[src/temp_alarm_pkg.sv]
// Purpose: Shared constants for the temperature alarm logic.
// Assumes: Registers reached over AXI4-Lite, 32-bit data, one word each.
// Notes:   All temperatures are signed 8-bit whole degrees.
package temp_alarm_pkg;
  localparam logic [7:0] reg_ctrl         = 8'h00;
  localparam logic [7:0] reg_status       = 8'h04;
  localparam logic [7:0] reg_mask         = 8'h08;
  localparam logic [7:0] reg_local_high   = 8'h0c;
  localparam logic [7:0] reg_local_low    = 8'h10;
  localparam logic [7:0] reg_remote_high  = 8'h14;
  localparam logic [7:0] reg_remote_low   = 8'h18;
  localparam logic [7:0] reg_local_crit   = 8'h1c;
  localparam logic [7:0] reg_remote_crit  = 8'h20;
  localparam logic [7:0] reg_hysteresis   = 8'h24;
  localparam logic [7:0] reg_consecutive  = 8'h28;
  localparam logic [7:0] reg_alert_resp   = 8'h2c;
  localparam logic [7:0] reg_results      = 8'h30;
  localparam logic [7:0] reg_pins         = 8'h34;
  localparam int ctrl_select_bit = 5;
  localparam int ctrl_mask_bit   = 7;
  localparam int st_local_high  = 0;
  localparam int st_local_low   = 1;
  localparam int st_open_diode  = 2;
  localparam int st_remote_high = 3;
  localparam int st_remote_low  = 4;
  localparam int st_crit        = 5;
  localparam int st_width       = 6;
  localparam logic [7:0] ctrl_reset       = 8'h00;
  localparam logic [7:0] high_reset       = 8'h55;
  localparam logic [7:0] low_reset        = 8'h00;
  localparam logic [7:0] crit_reset       = 8'h55;
  localparam logic [7:0] hyst_reset       = 8'h0a;
  localparam logic [1:0] consec_reset     = 2'h0;
  localparam logic [6:0] slave_addr_reset = 7'h4c;
  localparam logic [1:0] resp_okay   = 2'h0;
  localparam logic [1:0] resp_slverr = 2'h2;
endpackage

[src/temp_alarm.sv]
// Purpose: Limit comparison and alarm pins of a two-channel temperature
//          sensor, with an AXI4-Lite register slave.
// Assumes: Conversion results arrive as one-cycle strobes on aclk.
// Notes:   Alarm pins are open drain; an enable high pulls the pin low.
// Function
// - Answer alert response only while alert active.
// - Response address LSB marks high or low cause.
// - Arbitration win releases alert; loss keeps it.
// - Critical alarm low outside critical range always.
// - Critical release needs range less hysteresis, 10C.
// - Config bit 5 picks alert or second critical.
// - Alert mode: pin low on high/low violation.
// - Alert needs one to four consecutive violations.
// - Open remote sensor also asserts alert.
// - Config bit 7 masks the alert.
// - Response clears alert only if cause gone.
// - Diode fault keeps last valid remote result.
// - Diode fault sets status bit 2, alert.
`timescale 1ns/100ps
module temp_alarm
  import temp_alarm_pkg::*;
#(
  parameter logic [6:0] slave_addr = slave_addr_reset
) (
  // Clock and reset.
  input  wire logic        aclk,
  input  wire logic        aresetn,
  // AXI4-Lite write channels.
  input  wire logic [7:0]  awaddr,
  input  wire logic        awvalid,
  output logic             awready,
  input  wire logic [31:0] wdata,
  input  wire logic [3:0]  wstrb,
  input  wire logic        wvalid,
  output logic             wready,
  output logic [1:0]       bresp,
  output logic             bvalid,
  input  wire logic        bready,
  // AXI4-Lite read channels.
  input  wire logic [7:0]  araddr,
  input  wire logic        arvalid,
  output logic             arready,
  output logic [31:0]      rdata,
  output logic [1:0]       rresp,
  output logic             rvalid,
  input  wire logic        rready,
  // Conversion results.
  input  wire logic        conv_done,
  input  wire logic [7:0]  local_temp,
  input  wire logic [7:0]  remote_temp,
  input  wire logic        diode_fault,
  // Alert response command from the bus engine.
  input  wire logic        alert_cmd,
  input  wire logic        arb_lost,
  input  wire logic        alert_cmd_end,
  output logic             alert_ack,
  output logic [7:0]       alert_addr_byte,
  // Alarm pins, open drain.
  input  wire logic        critical_alarm_in,
  output logic             critical_alarm_out_oe,
  input  wire logic        second_alarm_pin_in,
  output logic             second_alarm_pin_oe,
  // Interrupt.
  output logic             irq
);

  typedef struct packed {
    logic               awready;
    logic               wready;
    logic               bvalid;
    logic [1:0]         bresp;
    logic               aw_held;
    logic               w_held;
    logic [7:0]         aw_addr;
    logic [31:0]        w_data;
    logic [3:0]         w_strb;
    logic               arready;
    logic               rvalid;
    logic [1:0]         rresp;
    logic [31:0]        rdata;
    logic [7:0]         ctrl;
    logic [st_width-1:0] status;
    logic [st_width-1:0] mask;
    logic [7:0]         local_high;
    logic [7:0]         local_low;
    logic [7:0]         remote_high;
    logic [7:0]         remote_low;
    logic [7:0]         local_crit;
    logic [7:0]         remote_crit;
    logic [7:0]         hyst;
    logic [1:0]         consec;
    logic [7:0]         local_res;
    logic [7:0]         remote_res;
    logic [2:0]         local_cnt;
    logic [2:0]         remote_cnt;
    logic               crit;
    logic               crit2;
    logic               alert;
    logic               high_cause;
    logic               alert_ack;
    logic [7:0]         addr_byte;
    logic               pend;
    logic               irq;
    logic [1:0]         crit_sync;
    logic [1:0]         sec_sync;
  } state_t;

  state_t s;
  state_t next_s;

  // Signed comparison helpers used for every channel.
  function automatic logic above(input logic [7:0] t, input logic [7:0] l);
    above = $signed(t) >= $signed(l);
  endfunction

  function automatic logic below(input logic [7:0] t, input logic [7:0] l);
    below = $signed(t) < $signed(l);
  endfunction

  // Byte-enabled merge of a bus write into an 8-bit register.
  function automatic logic [7:0] merge(input logic [7:0] old,
                                       input logic [31:0] d,
                                       input logic [3:0] st);
    merge = st[0] ? d[7:0] : old;
  endfunction

  logic       lh;
  logic       ll;
  logic       rh;
  logic       rl;
  logic       viol_l;
  logic       viol_r;
  logic       crit_out;
  logic       crit_in;
  logic       crit2_out;
  logic       crit2_in;
  logic [2:0] need;
  logic       do_write;
  logic [7:0] lt_new;
  logic [7:0] rt_new;
  logic [8:0] lc_up;
  logic [8:0] rc_up;
  logic [8:0] lc_dn;
  logic [8:0] rc_dn;
  logic [st_width-1:0] st_set;

  always_comb begin
    next_s = s;
    need = {1'b0, s.consec} + 3'h1;
    lt_new = local_temp;
    rt_new = diode_fault ? s.remote_res : remote_temp;
    lh = above(lt_new, s.local_high);
    ll = below(lt_new, s.local_low);
    rh = above(rt_new, s.remote_high);
    rl = below(rt_new, s.remote_low);
    viol_l = lh | ll;
    viol_r = rh | rl;
    // Critical range is high-side only at the crit limit; release needs
    // the result to fall below the limit minus hysteresis.
    lc_up = {lt_new[7], lt_new} - {s.local_crit[7], s.local_crit};
    rc_up = {rt_new[7], rt_new} - {s.remote_crit[7], s.remote_crit};
    lc_dn = {lt_new[7], lt_new} + {s.hyst[7], s.hyst}
            - {s.local_crit[7], s.local_crit};
    rc_dn = {rt_new[7], rt_new} + {s.hyst[7], s.hyst}
            - {s.remote_crit[7], s.remote_crit};
    crit_out = !lc_up[8] | !rc_up[8];
    crit_in = lc_dn[8] & rc_dn[8];
    crit2_out = viol_l | viol_r;
    crit2_in = !viol_l & !viol_r;
    st_set = conv_done ? {crit_out, rl, rh, diode_fault, ll, lh}
                       : '0;

    // Pin inputs pass two flip-flops before use.
    next_s.crit_sync = {s.crit_sync[0], critical_alarm_in};
    next_s.sec_sync = {s.sec_sync[0], second_alarm_pin_in};

    // Conversion evaluation.
    if (conv_done) begin
      next_s.local_res = lt_new;
      next_s.remote_res = rt_new;
      if (viol_l) begin
        next_s.local_cnt = (s.local_cnt < 3'h4) ? s.local_cnt + 3'h1
                                                : s.local_cnt;
      end else begin
        next_s.local_cnt = 3'h0;
      end
      if (viol_r) begin
        next_s.remote_cnt = (s.remote_cnt < 3'h4) ? s.remote_cnt + 3'h1
                                                  : s.remote_cnt;
      end else begin
        next_s.remote_cnt = 3'h0;
      end
      if (crit_out) begin
        next_s.crit = 1'b1;
      end else if (crit_in) begin
        next_s.crit = 1'b0;
      end
      if (crit2_out) begin
        next_s.crit2 = 1'b1;
      end else if (crit2_in) begin
        next_s.crit2 = 1'b0;
      end
      if (lh) next_s.status[st_local_high] = 1'b1;
      if (ll) next_s.status[st_local_low] = 1'b1;
      if (rh) next_s.status[st_remote_high] = 1'b1;
      if (rl) next_s.status[st_remote_low] = 1'b1;
      if (crit_out) next_s.status[st_crit] = 1'b1;
      if (diode_fault) next_s.status[st_open_diode] = 1'b1;
      // Alert sets after the programmed run of violations, or on fault.
      if ((viol_l && (s.local_cnt + 3'h1 >= need)) ||
          (viol_r && (s.remote_cnt + 3'h1 >= need))) begin
        next_s.alert = 1'b1;
        next_s.high_cause = lh | rh;
      end
      if (diode_fault) begin
        next_s.alert = 1'b1;
      end
    end

    // Alert response command.
    next_s.alert_ack = 1'b0;
    if (alert_cmd && !s.ctrl[ctrl_select_bit] && !s.ctrl[ctrl_mask_bit]
        && s.alert) begin
      next_s.alert_ack = 1'b1;
      next_s.addr_byte = {slave_addr, s.high_cause};
      next_s.pend = 1'b1;
    end
    if (arb_lost) begin
      next_s.pend = 1'b0;
    end
    if (alert_cmd_end && s.pend && !arb_lost) begin
      next_s.pend = 1'b0;
      // Release only when the cause is gone and status was cleared.
      if (s.status == '0 && s.local_cnt == 3'h0 && s.remote_cnt == 3'h0
          && !diode_fault) begin
        next_s.alert = 1'b0;
      end
    end

    // AXI4-Lite write path.
    if (awvalid && s.awready) begin
      next_s.awready = 1'b0;
      next_s.aw_held = 1'b1;
      next_s.aw_addr = awaddr;
    end
    if (wvalid && s.wready) begin
      next_s.wready = 1'b0;
      next_s.w_held = 1'b1;
      next_s.w_data = wdata;
      next_s.w_strb = wstrb;
    end
    do_write = s.aw_held && s.w_held && !s.bvalid;
    if (do_write) begin
      next_s.aw_held = 1'b0;
      next_s.w_held = 1'b0;
      next_s.bvalid = 1'b1;
      next_s.bresp = resp_okay;
      unique case (s.aw_addr)
        reg_ctrl: next_s.ctrl = merge(s.ctrl, s.w_data, s.w_strb);
        reg_status: begin
          // Write one to clear; a set in the same cycle wins.
          if (s.w_strb[0]) begin
            next_s.status = (s.status & ~s.w_data[st_width-1:0])
                            | st_set;
          end
        end
        reg_mask: if (s.w_strb[0]) next_s.mask = s.w_data[st_width-1:0];
        reg_local_high:
          next_s.local_high = merge(s.local_high, s.w_data, s.w_strb);
        reg_local_low:
          next_s.local_low = merge(s.local_low, s.w_data, s.w_strb);
        reg_remote_high:
          next_s.remote_high = merge(s.remote_high, s.w_data, s.w_strb);
        reg_remote_low:
          next_s.remote_low = merge(s.remote_low, s.w_data, s.w_strb);
        reg_local_crit:
          next_s.local_crit = merge(s.local_crit, s.w_data, s.w_strb);
        reg_remote_crit:
          next_s.remote_crit = merge(s.remote_crit, s.w_data, s.w_strb);
        reg_hysteresis: next_s.hyst = merge(s.hyst, s.w_data, s.w_strb);
        reg_consecutive: if (s.w_strb[0]) next_s.consec = s.w_data[1:0];
        default: next_s.bresp = resp_slverr;
      endcase
    end
    if (s.bvalid && bready) begin
      next_s.bvalid = 1'b0;
      next_s.awready = 1'b1;
      next_s.wready = 1'b1;
    end

    // AXI4-Lite read path.
    if (arvalid && s.arready) begin
      next_s.arready = 1'b0;
      next_s.rvalid = 1'b1;
      next_s.rresp = resp_okay;
      next_s.rdata = 32'h0;
      unique case (araddr)
        reg_ctrl:        next_s.rdata[7:0] = s.ctrl;
        reg_status:      next_s.rdata[st_width-1:0] = s.status;
        reg_mask:        next_s.rdata[st_width-1:0] = s.mask;
        reg_local_high:  next_s.rdata[7:0] = s.local_high;
        reg_local_low:   next_s.rdata[7:0] = s.local_low;
        reg_remote_high: next_s.rdata[7:0] = s.remote_high;
        reg_remote_low:  next_s.rdata[7:0] = s.remote_low;
        reg_local_crit:  next_s.rdata[7:0] = s.local_crit;
        reg_remote_crit: next_s.rdata[7:0] = s.remote_crit;
        reg_hysteresis:  next_s.rdata[7:0] = s.hyst;
        reg_consecutive: next_s.rdata[1:0] = s.consec;
        reg_alert_resp:  next_s.rdata[7:0] = s.addr_byte;
        reg_results:     next_s.rdata[15:0] = {s.remote_res, s.local_res};
        reg_pins: next_s.rdata[4:0] = {s.sec_sync[1], s.crit_sync[1],
                                       s.alert, s.crit2, s.crit};
        default:         next_s.rresp = resp_slverr;
      endcase
    end
    if (s.rvalid && rready) begin
      next_s.rvalid = 1'b0;
      next_s.arready = 1'b1;
    end

    next_s.irq = |(next_s.status & s.mask);
  end

  always_ff @(posedge aclk) begin
    if (!aresetn) begin
      s <= '0;
      s.awready <= 1'b1;
      s.wready <= 1'b1;
      s.arready <= 1'b1;
      s.ctrl <= ctrl_reset;
      s.local_high <= high_reset;
      s.remote_high <= high_reset;
      s.local_low <= low_reset;
      s.remote_low <= low_reset;
      s.local_crit <= crit_reset;
      s.remote_crit <= crit_reset;
      s.hyst <= hyst_reset;
      s.consec <= consec_reset;
      s.crit_sync <= 2'h3;
      s.sec_sync <= 2'h3;
    end else begin
      s <= next_s;
    end
  end

  // Outputs straight from flip-flops of the state, except the second pin, which is muxed and gated by ctrl.
  assign awready = s.awready;
  assign wready = s.wready;
  assign bvalid = s.bvalid;
  assign bresp = s.bresp;
  assign arready = s.arready;
  assign rvalid = s.rvalid;
  assign rresp = s.rresp;
  assign rdata = s.rdata;
  assign alert_ack = s.alert_ack;
  assign alert_addr_byte = s.addr_byte;
  assign critical_alarm_out_oe = s.crit;
  // Second pin: alert unless masked, or second critical alarm.
  assign second_alarm_pin_oe = s.ctrl[ctrl_select_bit] ? s.crit2
                             : (s.alert & !s.ctrl[ctrl_mask_bit]);
  assign irq = s.irq;

endmodule

[config.mk]
export PLATFORM = sky130hd
export DESIGN_NAME = temp_alarm
export DESIGN_NICKNAME = d
export VERILOG_FILES = /design/src/temp_alarm_pkg.sv /design/src/temp_alarm.sv
export SDC_FILE = /design/constraint.sdc
export NUM_CORES = 1
export LEC_CHECK = 0
export BUFFER_PORTS_ARGS = -buffer_cell sky130_fd_sc_hd__buf_2
export CORE_MARGIN = 5
export CORE_UTILIZATION = 55
export DETAILED_ROUTE_END_ITERATION = 10
export PLACE_DENSITY = 0.82
export REMOVE_ABC_BUFFERS = 1
export SKIP_LAST_GASP = 1
export SYNTH_ARGS = -nofsm -noshare
export SYNTH_HDL_FRONTEND = slang
export SYNTH_SLANG_ARGS = --single-unit
[constraint.sdc]
create_clock -name aclk -period 8.4 [get_ports aclk]
set_input_delay 1.68 -clock aclk [delete_from_list [all_inputs] [get_ports aclk]]
set_output_delay 1.68 -clock aclk [all_outputs]
set_load 0.01 [all_outputs]
[Yosys cells after proc, flatten, opt, wreduce, memory -nomap -nowiden]
Index checks and enable logic that the tools add are counted.
Word-level totals
  flip-flop bits (word level): 157
  input bits: 82
  output and inout bits: 53
  word-level logic and storage cells: 201
Operators by class
  add/sub/neg operators: 9
  order comparisons: 8
  equal/unequal tests: 25
  mux-type cells: 52
  bitwise gates (word level): 13
  reduce and logical (&&, ||, !) cells: 56
Operator list (count)
  $mux W8: 16
  $eq A8 B6 Y1 const B: 9
  $mux W70: 1
  $eq A8 B5 Y1 const B: 8
  $pmux W3 S13: 1
  $mux W6: 6
  $eq A8 B4 Y1 const B: 4
  $reduce_and A3 Y1: 10
  $pmux W2 S14: 1
  $pmux W2 S10: 1
  $add A8 B8 Y9: 2
  $sub A8 B8 Y9: 2
  $sub A9 B9 Y9: 2
  $logic_and A1 B1 Y1: 17
  $eq A8 B3 Y1 const B: 2
  $ge A8 B8 Y1: 2
  $logic_not A8 Y1: 2
  $lt A8 B8 Y1: 2
  $mux W1: 14
  $reduce_or A14 Y1: 1
  $and A6 B6 Y6: 2
  $mux W2: 6
  $mux W3: 4
  $pmux W1 S11: 1
  other kinds (21): 47

[Depth between registers and ports, before layout]
Gate-level depths: netlist of run 1.
  depth in word-level cells: 11
  gate-level depth with buffers: 11
  mapped depth without buffers: 10

[Least setup slack after synthesis of run 1]
OpenSTA, ideal clock, no wires.
  path kind: input to register
  start: input diode_fault
  end: register s, in the netlist critical_alarm_out_oe
  library setup time: 115 ps
  data arrival time: 4223 ps
  path slack: 4062 ps
  stages: 11
  path buffers: 1
  path through: clkbuf_1 -> mux2i_1 -> fa_1 -> inv_1 -> ha_1 -> a2111oi_0 -> nand2_1 -> o22ai_1 -> xnor2_1 -> o31a_1 -> o21a_1
Between the ends
  longest elaborated chain between the ends: 6
  elaborated cells on any way between the ends: 10
  those cells by class: add/sub (3); mux (2); bitwise (2); reduce/logical (3)
RTL lines
  start: declaration: line temp_alarm.sv:51  | input wire logic diode_fault,
  $mux W8 (*): line temp_alarm.sv:151  | rt_new = diode_fault ? s.remote_res : remote_temp;
  $add A8 B8 Y9 / $sub A8 B8 Y9 (equally long branches): line temp_alarm.sv:164, temp_alarm.sv:161
  $sub A9 B9 Y9 / $logic_not A1 Y1 (equally long branches): line temp_alarm.sv:165, temp_alarm.sv:166
  $and A1 B1 Y1 / $or A1 B1 Y1 (equally long branches): line temp_alarm.sv:167, temp_alarm.sv:166
  $reduce_bool A2 Y1 (no source line)
  $reduce_and A2 Y1 (no source line)
  end signal: assignment: line temp_alarm.sv:342  | s <= next_s;
  end: declaration: line temp_alarm.sv:108  | state_t s;
Every way passes the cells marked *; elsewhere a longest branch is shown, timed or not.
A chain may end at the register's enable or synchronous reset.

[Worst setup path in the final report of run 1]
Ends and elaborated chain as after synthesis.

==> qor.txt, run 1 <==
Vias per Instance -> 5.959
Root Buffer -> clkbuf_16
Final Cycle Share -> 51.03%
Initial core utilization -> 56.21%
Max incr delay on CP -> 0.56 ns
Row cnt -> 47
Library cells used by synthesis -> 71
Power Total -> 1743 uW
Post-CTS setup buffers -> 0
DIE AREA -> 0.01965 mm2
Syn_area_per_cell -> 8.141 um2
Crit path cell chain -> buf_2 > mux2i_1 > fa_1 > inv_1 > ha_1 > a2111oi_0 > nand2_1 > o22ai_1 > xnor2_1 > o31a_1 > o21a_1
Adder-cell area share of the yosys netlist -> 12.54%
Crit. End Element -> register
Non-Filler Instances -> 1,406
Hold-fix buffers, CTS -> 0
Count of cells resized by post-cts repair -> 0
Leakage -> 0.004432 uW
Gr usage total -> 26.70%
Share of cells above drive strength 1 -> 11.90%
Cts bufs inserted -> 17
Top-area cell type share of the netlist area -> 33.29%
Largest family of logic cells by synthesized area -> simple AND/OR/NAND/NOR gates
Cells after synthesis -> 1,145
Final setup violation count -> 0
Synth area leader -> dfxtp_1
Htree depth -> 4
Post-Synth Simple-Gate Area -> 19.37%
Fmax -> 0.2333 GHz
P&R area growth vs syn -> 8.792%
Total number of vias -> 8,379
Post-synth top cells -> 155 x dfxtp_1, 143 x nand2_1, 113 x inv_1
Status -> finished clean
IO buf count -> 85
Hold WC Path Type -> register to register
Post-synth EDFFs -> 0
DR WL/cell -> 18.97 um
Rel. slew slack -> 25.37%
Core area -> 0.01658 mm2
DP HPWL -> 19.24 mm
PwrDens -> 171.9 mW/mm2
Initial antenna violation count -> 2
I/O pin count -> 135
Crit path max fanout -> 11
Ys flop type -> dfxtp_1
Seq cells post-synth -> 155
Clock sink total -> 155
Core Util, Final -> 61.15%
Top-count cell post-synth -> dfxtp_1
Synth Area in Compound Gates -> 16.01%
Startpoint types -> primary input
Async set-or-reset flop fraction in the synthesized netlist -> 0%
Final TNS setup -> 0 ns
Worst-path clk slew -> 0.06 ns
CTS tree -> yes
Post-synthesis mux area share -> 7.557%
Width of the chip -> 140.2 um
Vias in the first global route -> 7,843
Clock Latency Late Sink -> 0.43 ns
Final Hold Fails -> 0
Routed WL -> 26.67 mm
Synthesized area -> 0.009321 mm2
Starting DRT DRC Count -> 986
Max-cap violations -> 0
Ranking of synthesized cells by area -> dfxtp_1 33%, ha_1 9.5%, mux2i_1 6.2%
Slowest cell on the critical path -> a2111oi_0
Clk_skew -> 0.007860 ns
Largest net degree at the start of global routing -> 101
Pins Over Slew Limit -> 0
Total grt overflow -> 0
Fin Hold WS -> 0.4084 ns
DR pass1 iterations -> 6
Max VDD drop -> 0.1593 mV
# nets final -> 1,341
Chip height -> 140.2 um
Crit path time final -> 4.287 ns
Sequential share of the synthesized area -> 33.29%
# DRC -> 0
Critical path type -> primary input to register
Fillers -> 1,464
CP bufs+invs -> 2
Ys Warns -> 0
Post-synthesis xor/xnor area fraction -> 0.5638%
WP data required -> 8.72 ns
# placed instances -> 1,375
Crit-path leading delay family -> compound AO/OA/AOI/OAI gates
Critical path data arrival time -> 4.61 ns
Final GP Congestion -> 0.9631
ANT nets after route -> 0
RSZ-0062 raised after global routing -> false
First-pass GRT wire length -> 41.68 mm
Clock tree buffer depth -> 2
Worst-Margin Slew -> 1.119 ns
-- worst paths after layout --
kind                     from                    end  slack, ns  depth (start not counted)
setup / recovery  diode_fault  critical_alarm_out_oe       4.11                         11
hold / removal      next_s[1]                   s[1]       0.41                          1
setup reg to reg        s[48]  critical_alarm_out_oe       5.47                         10
hold reg to reg     next_s[1]                   s[1]       0.41                          1
-- per-layer routing --
layer / GRT usage, % / routed length (um) / up-vias
met4: 14.64 / 1358 / 0
met2: 41.61 / 12080 / 444
met3: 6.408 / 2439 / 103
met5: 0 / 0 / -
met1: 34.10 / 10800 / 3862
li1: - / - / 3970
-- placed cells by master (no fill, tap or decap), types with 7 or more instances in the layout --
| master | instances |
|---|---|
| dfxtp_1 | 155 |
| nand2_1 | 143 |
| inv_1 | 113 |
| a21oi_1 | 99 |
| buf_2 | 85 |
| nand3_1 | 78 |
| ha_1 | 71 |
| nor2_1 | 61 |
| mux2i_1 | 58 |
| o21ai_0 | 43 |
| conb_1 | 22 |
| clkbuf_16 | 17 |
| a211oi_1 | 16 |
| nand2b_1 | 14 |
| fa_1 | 14 |
| a31oi_1 | 12 |
| nor3_1 | 11 |
| nor3b_1 | 8 |
| buf_4 | 8 |
| and2_1 | 7 |
| a2111oi_0 | 7 |
| a22oi_1 | 7 |
-- cell families after synthesis --
logic type,Yosys count
AOI/OAI and AO/OA,240
xor gates and xnor gates,6
adders and majority gates,85
buffers and inverters,218
DFF,155
muxes,66
other,1
and+or+nand+nor,374
-- sequential cells by signal, indices dropped and copies added (netlist names) --
signal	count
wready	1
next_s	2
s	125
bresp	1
alert_ack	1
arready	1
alert_addr_byte	2
awready	1
critical_alarm_out_oe	1
rdata	16
bvalid	1
rvalid	1
irq	1
rresp	1
-- power breakdown --
| part | internal, uW | leakage [uW] | switching, uW |
|---|---|---|---|
| clock | 401 | 0.000245 | 311 |
| combinational | 91.1 | 0.00292 | 149 |
| sequential | 760 | 0.00126 | 32.0 |
| total | 1250 | 0.00443 | 492 |
-- layout make-up --
class                   instances  area, um2  area share (%)
well taps                     220      275.3           2.714
repair buffers                 93      485.5           4.787
inverters                     114      429.2           4.232
diodes                          1      2.502         0.02468
clock buffers                  18      429.2           4.232
clock inverters                12      103.9           1.024
flip-flops and latches        155       3103           30.60
multi-input cells             793       5313           52.39
-- stage by stage --
stage / area (um2) / setup WS, ns
floorplan: 8837 / 4.506
global placement: 9605 / 3.893
detailed placement: 9605 / 3.793
CTS: 10140 / 4.177
global route: 10140 / 3.986
finish: 10140 / 4.113
(Power assumes the default switching activity.)
==> run 2: changes to the inputs <==
==> constraint.sdc (replaced) <==
create_clock -name aclk -period 4.1 [get_ports aclk]
set_input_delay 0.82 -clock aclk [delete_from_list [all_inputs] [get_ports aclk]]
set_output_delay 0.82 -clock aclk [all_outputs]
set_load 0.01 [all_outputs]
==> qor.txt, run 2 (synthesized netlist as in run 1, its figures left out) <==
Critical Path Stages -> 10
Max VDD drop -> 0.2911 mV
Leakage -> 0.004473 uW
Slowest cell on the critical path -> o32a_1
DR WL/cell -> 19.36 um
Crit path cell chain -> buf_2 > mux2i_1 > inv_1 > ha_1 > nand3_1 > or3_1 > o32a_1 > and2_4 > o31a_1 > a311oi_2
Final GP Congestion -> 0.9919
Core area -> 0.01658 mm2
Routing usage on met3 -> 4.431%
Share of cells above drive strength 1 -> 12.33%
CP bufs+invs -> 2
DIE AREA -> 0.01965 mm2
Commonest non-fill, non-tap cell in the layout -> dfxtp_1
Width of the chip -> 140.2 um
# placed instances -> 1,381
Clock tree buffer depth -> 2
Chip height -> 140.2 um
Vias per Instance -> 6.069
Reg-to-reg endpoint -> s[19]
Clock Latency Late Sink -> 0.43 ns
P&R area growth vs syn -> 9.490%
Post-CTS setup buffers -> 0
Vias in the first global route -> 8,234
R2R cell count -> 9
Critical path destination -> s[19]
CTS tree -> yes
Non-Filler Instances -> 1,412
WP data required -> 4.42 ns
Crit. End Element -> register
RSZ-0062 raised after global routing -> false
Starting DRT DRC Count -> 877
Max FFs per register -> 125
Worst-path clk slew -> 0.06 ns
DP HPWL -> 19.97 mm
Routed WL -> 27.34 mm
Hold-fix buffers, CTS -> 0
Critical path data arrival time -> 3.66 ns
RR Startpoint -> s[30]
Fillers -> 1,467
First-pass GRT wire length -> 43.20 mm
Reg with most FFs -> s
Row cnt -> 47
Crit path max fanout -> 11
Crit-path leading delay family -> compound AO/OA/AOI/OAI gates
Ant. Diodes -> 0
DR pass1 iterations -> 5
Initial antenna violation count -> 0
Max-cap violations -> 0
Worst-Margin Slew -> 1.061 ns
Critical path type -> primary input to register
Power Total -> 3605 uW
Pins Over Slew Limit -> 0
IO buf count -> 85
Rel. slew slack -> 28.25%
Largest net degree at the start of global routing -> 60
Reg2reg setup slack -> 1.24 ns
PwrDens -> 353.2 mW/mm2
Crit path time final -> 3.340 ns
# DRC -> 0
Worst setup path start -> diode_fault
Initial core utilization -> 56.21%
GR Util met2 -> 45.31%
Fmax -> 0.2994 GHz
Count of cells resized by post-cts repair -> 0
Startpoint types -> primary input
Final Cycle Share -> 81.47%
Status -> finished clean
Cts bufs inserted -> 17
Final TNS setup -> 0 ns
# nets final -> 1,347
Final Hold Fails -> 0
Leading cell types in the layout, fill and taps excluded -> 155 x dfxtp_1, 143 x nand2_1, 113 x inv_1, 99 x a21oi_1, 85 x buf_2
Global routing's busiest layer -> met2
ANT nets after route -> 0
Total number of vias -> 8,570
Hold WC Path Type -> register to register
Max incr delay on CP -> 0.48 ns
Clock sink total -> 155
Root Buffer -> clkbuf_16
Final setup violation count -> 0
Htree depth -> 4
Total grt overflow -> 0
Clk_skew -> 0.009267 ns
I/O pin count -> 135
Gr usage total -> 27.70%
Global Route met1 Usage -> 34.98%
## run 2: worst register-to-register path, cell delays in order, from the launching register on
cell and delay [ns]:
dfxtp_1 0.32, mux2i_1 0.31, inv_1 0.16, ha_1 0.33, nand3_1 0.09, or3_1 0.32
o32a_1 0.48, and2_4 0.24, o31a_1 0.26, a311oi_2 0.24
## run 2: area by class of cell
class                   instances  area (um2)  share of cell area [%]
multi-input cells             793        5313                   52.05
flip-flops and latches        155        3103                   30.40
repair buffers                 99       530.5                   5.198
clock buffers                  21       460.4                   4.511
inverters                     114       429.2                   4.205
well taps                     220       275.3                   2.697
clock inverters                10       95.09                  0.9317
## run 2: power by group
group	internal, uW	total, uW	switching [uW]
Combinational	192	503	311
Clock	862	1480	620
Sequential	1560	1620	63.6
Total	2610	3610	995
## run 2: how the worst min path moves through the flow
| stage | slack (ns) | end | cells past startpoint | from |
|---|---|---|---|---|
| finish | 0.42 | s[3] | 1 | next_s[3] |
| global route | 0.47 | s[3] | 1 | next_s[3] |
| CTS | 0.42 | s[3] | 1 | next_s[3] |
| detailed placement | 0.40 | s[3] | 1 | next_s[3] |
| global placement | 0.39 | s[3] | 1 | next_s[3] |
| floorplan | 0.39 | s[1] | 1 | next_s[1] |
## run 2: routing by layer
layer	vias up	share of wire, %
li1	3978	-
met1	4032	39
met2	457	47
met3	103	8.9
met4	0	5.4
met5	-	0
## run 2: stage by stage
stage | setup WS [ns] | utilization, % | hold WS (ns) | cell area [um2]
floorplan | 0.9884 | - | 0.3863 | 8837
global placement | 0.4823 | 58.19 | 0.3872 | 9651
CTS | 0.8433 | 61.54 | 0.4161 | 10210
global route | 0.6828 | 61.54 | 0.4686 | 10210
finish | 0.7596 | 61.54 | 0.4159 | 10210
detailed placement | 0.3625 | 58.19 | 0.3977 | 9651
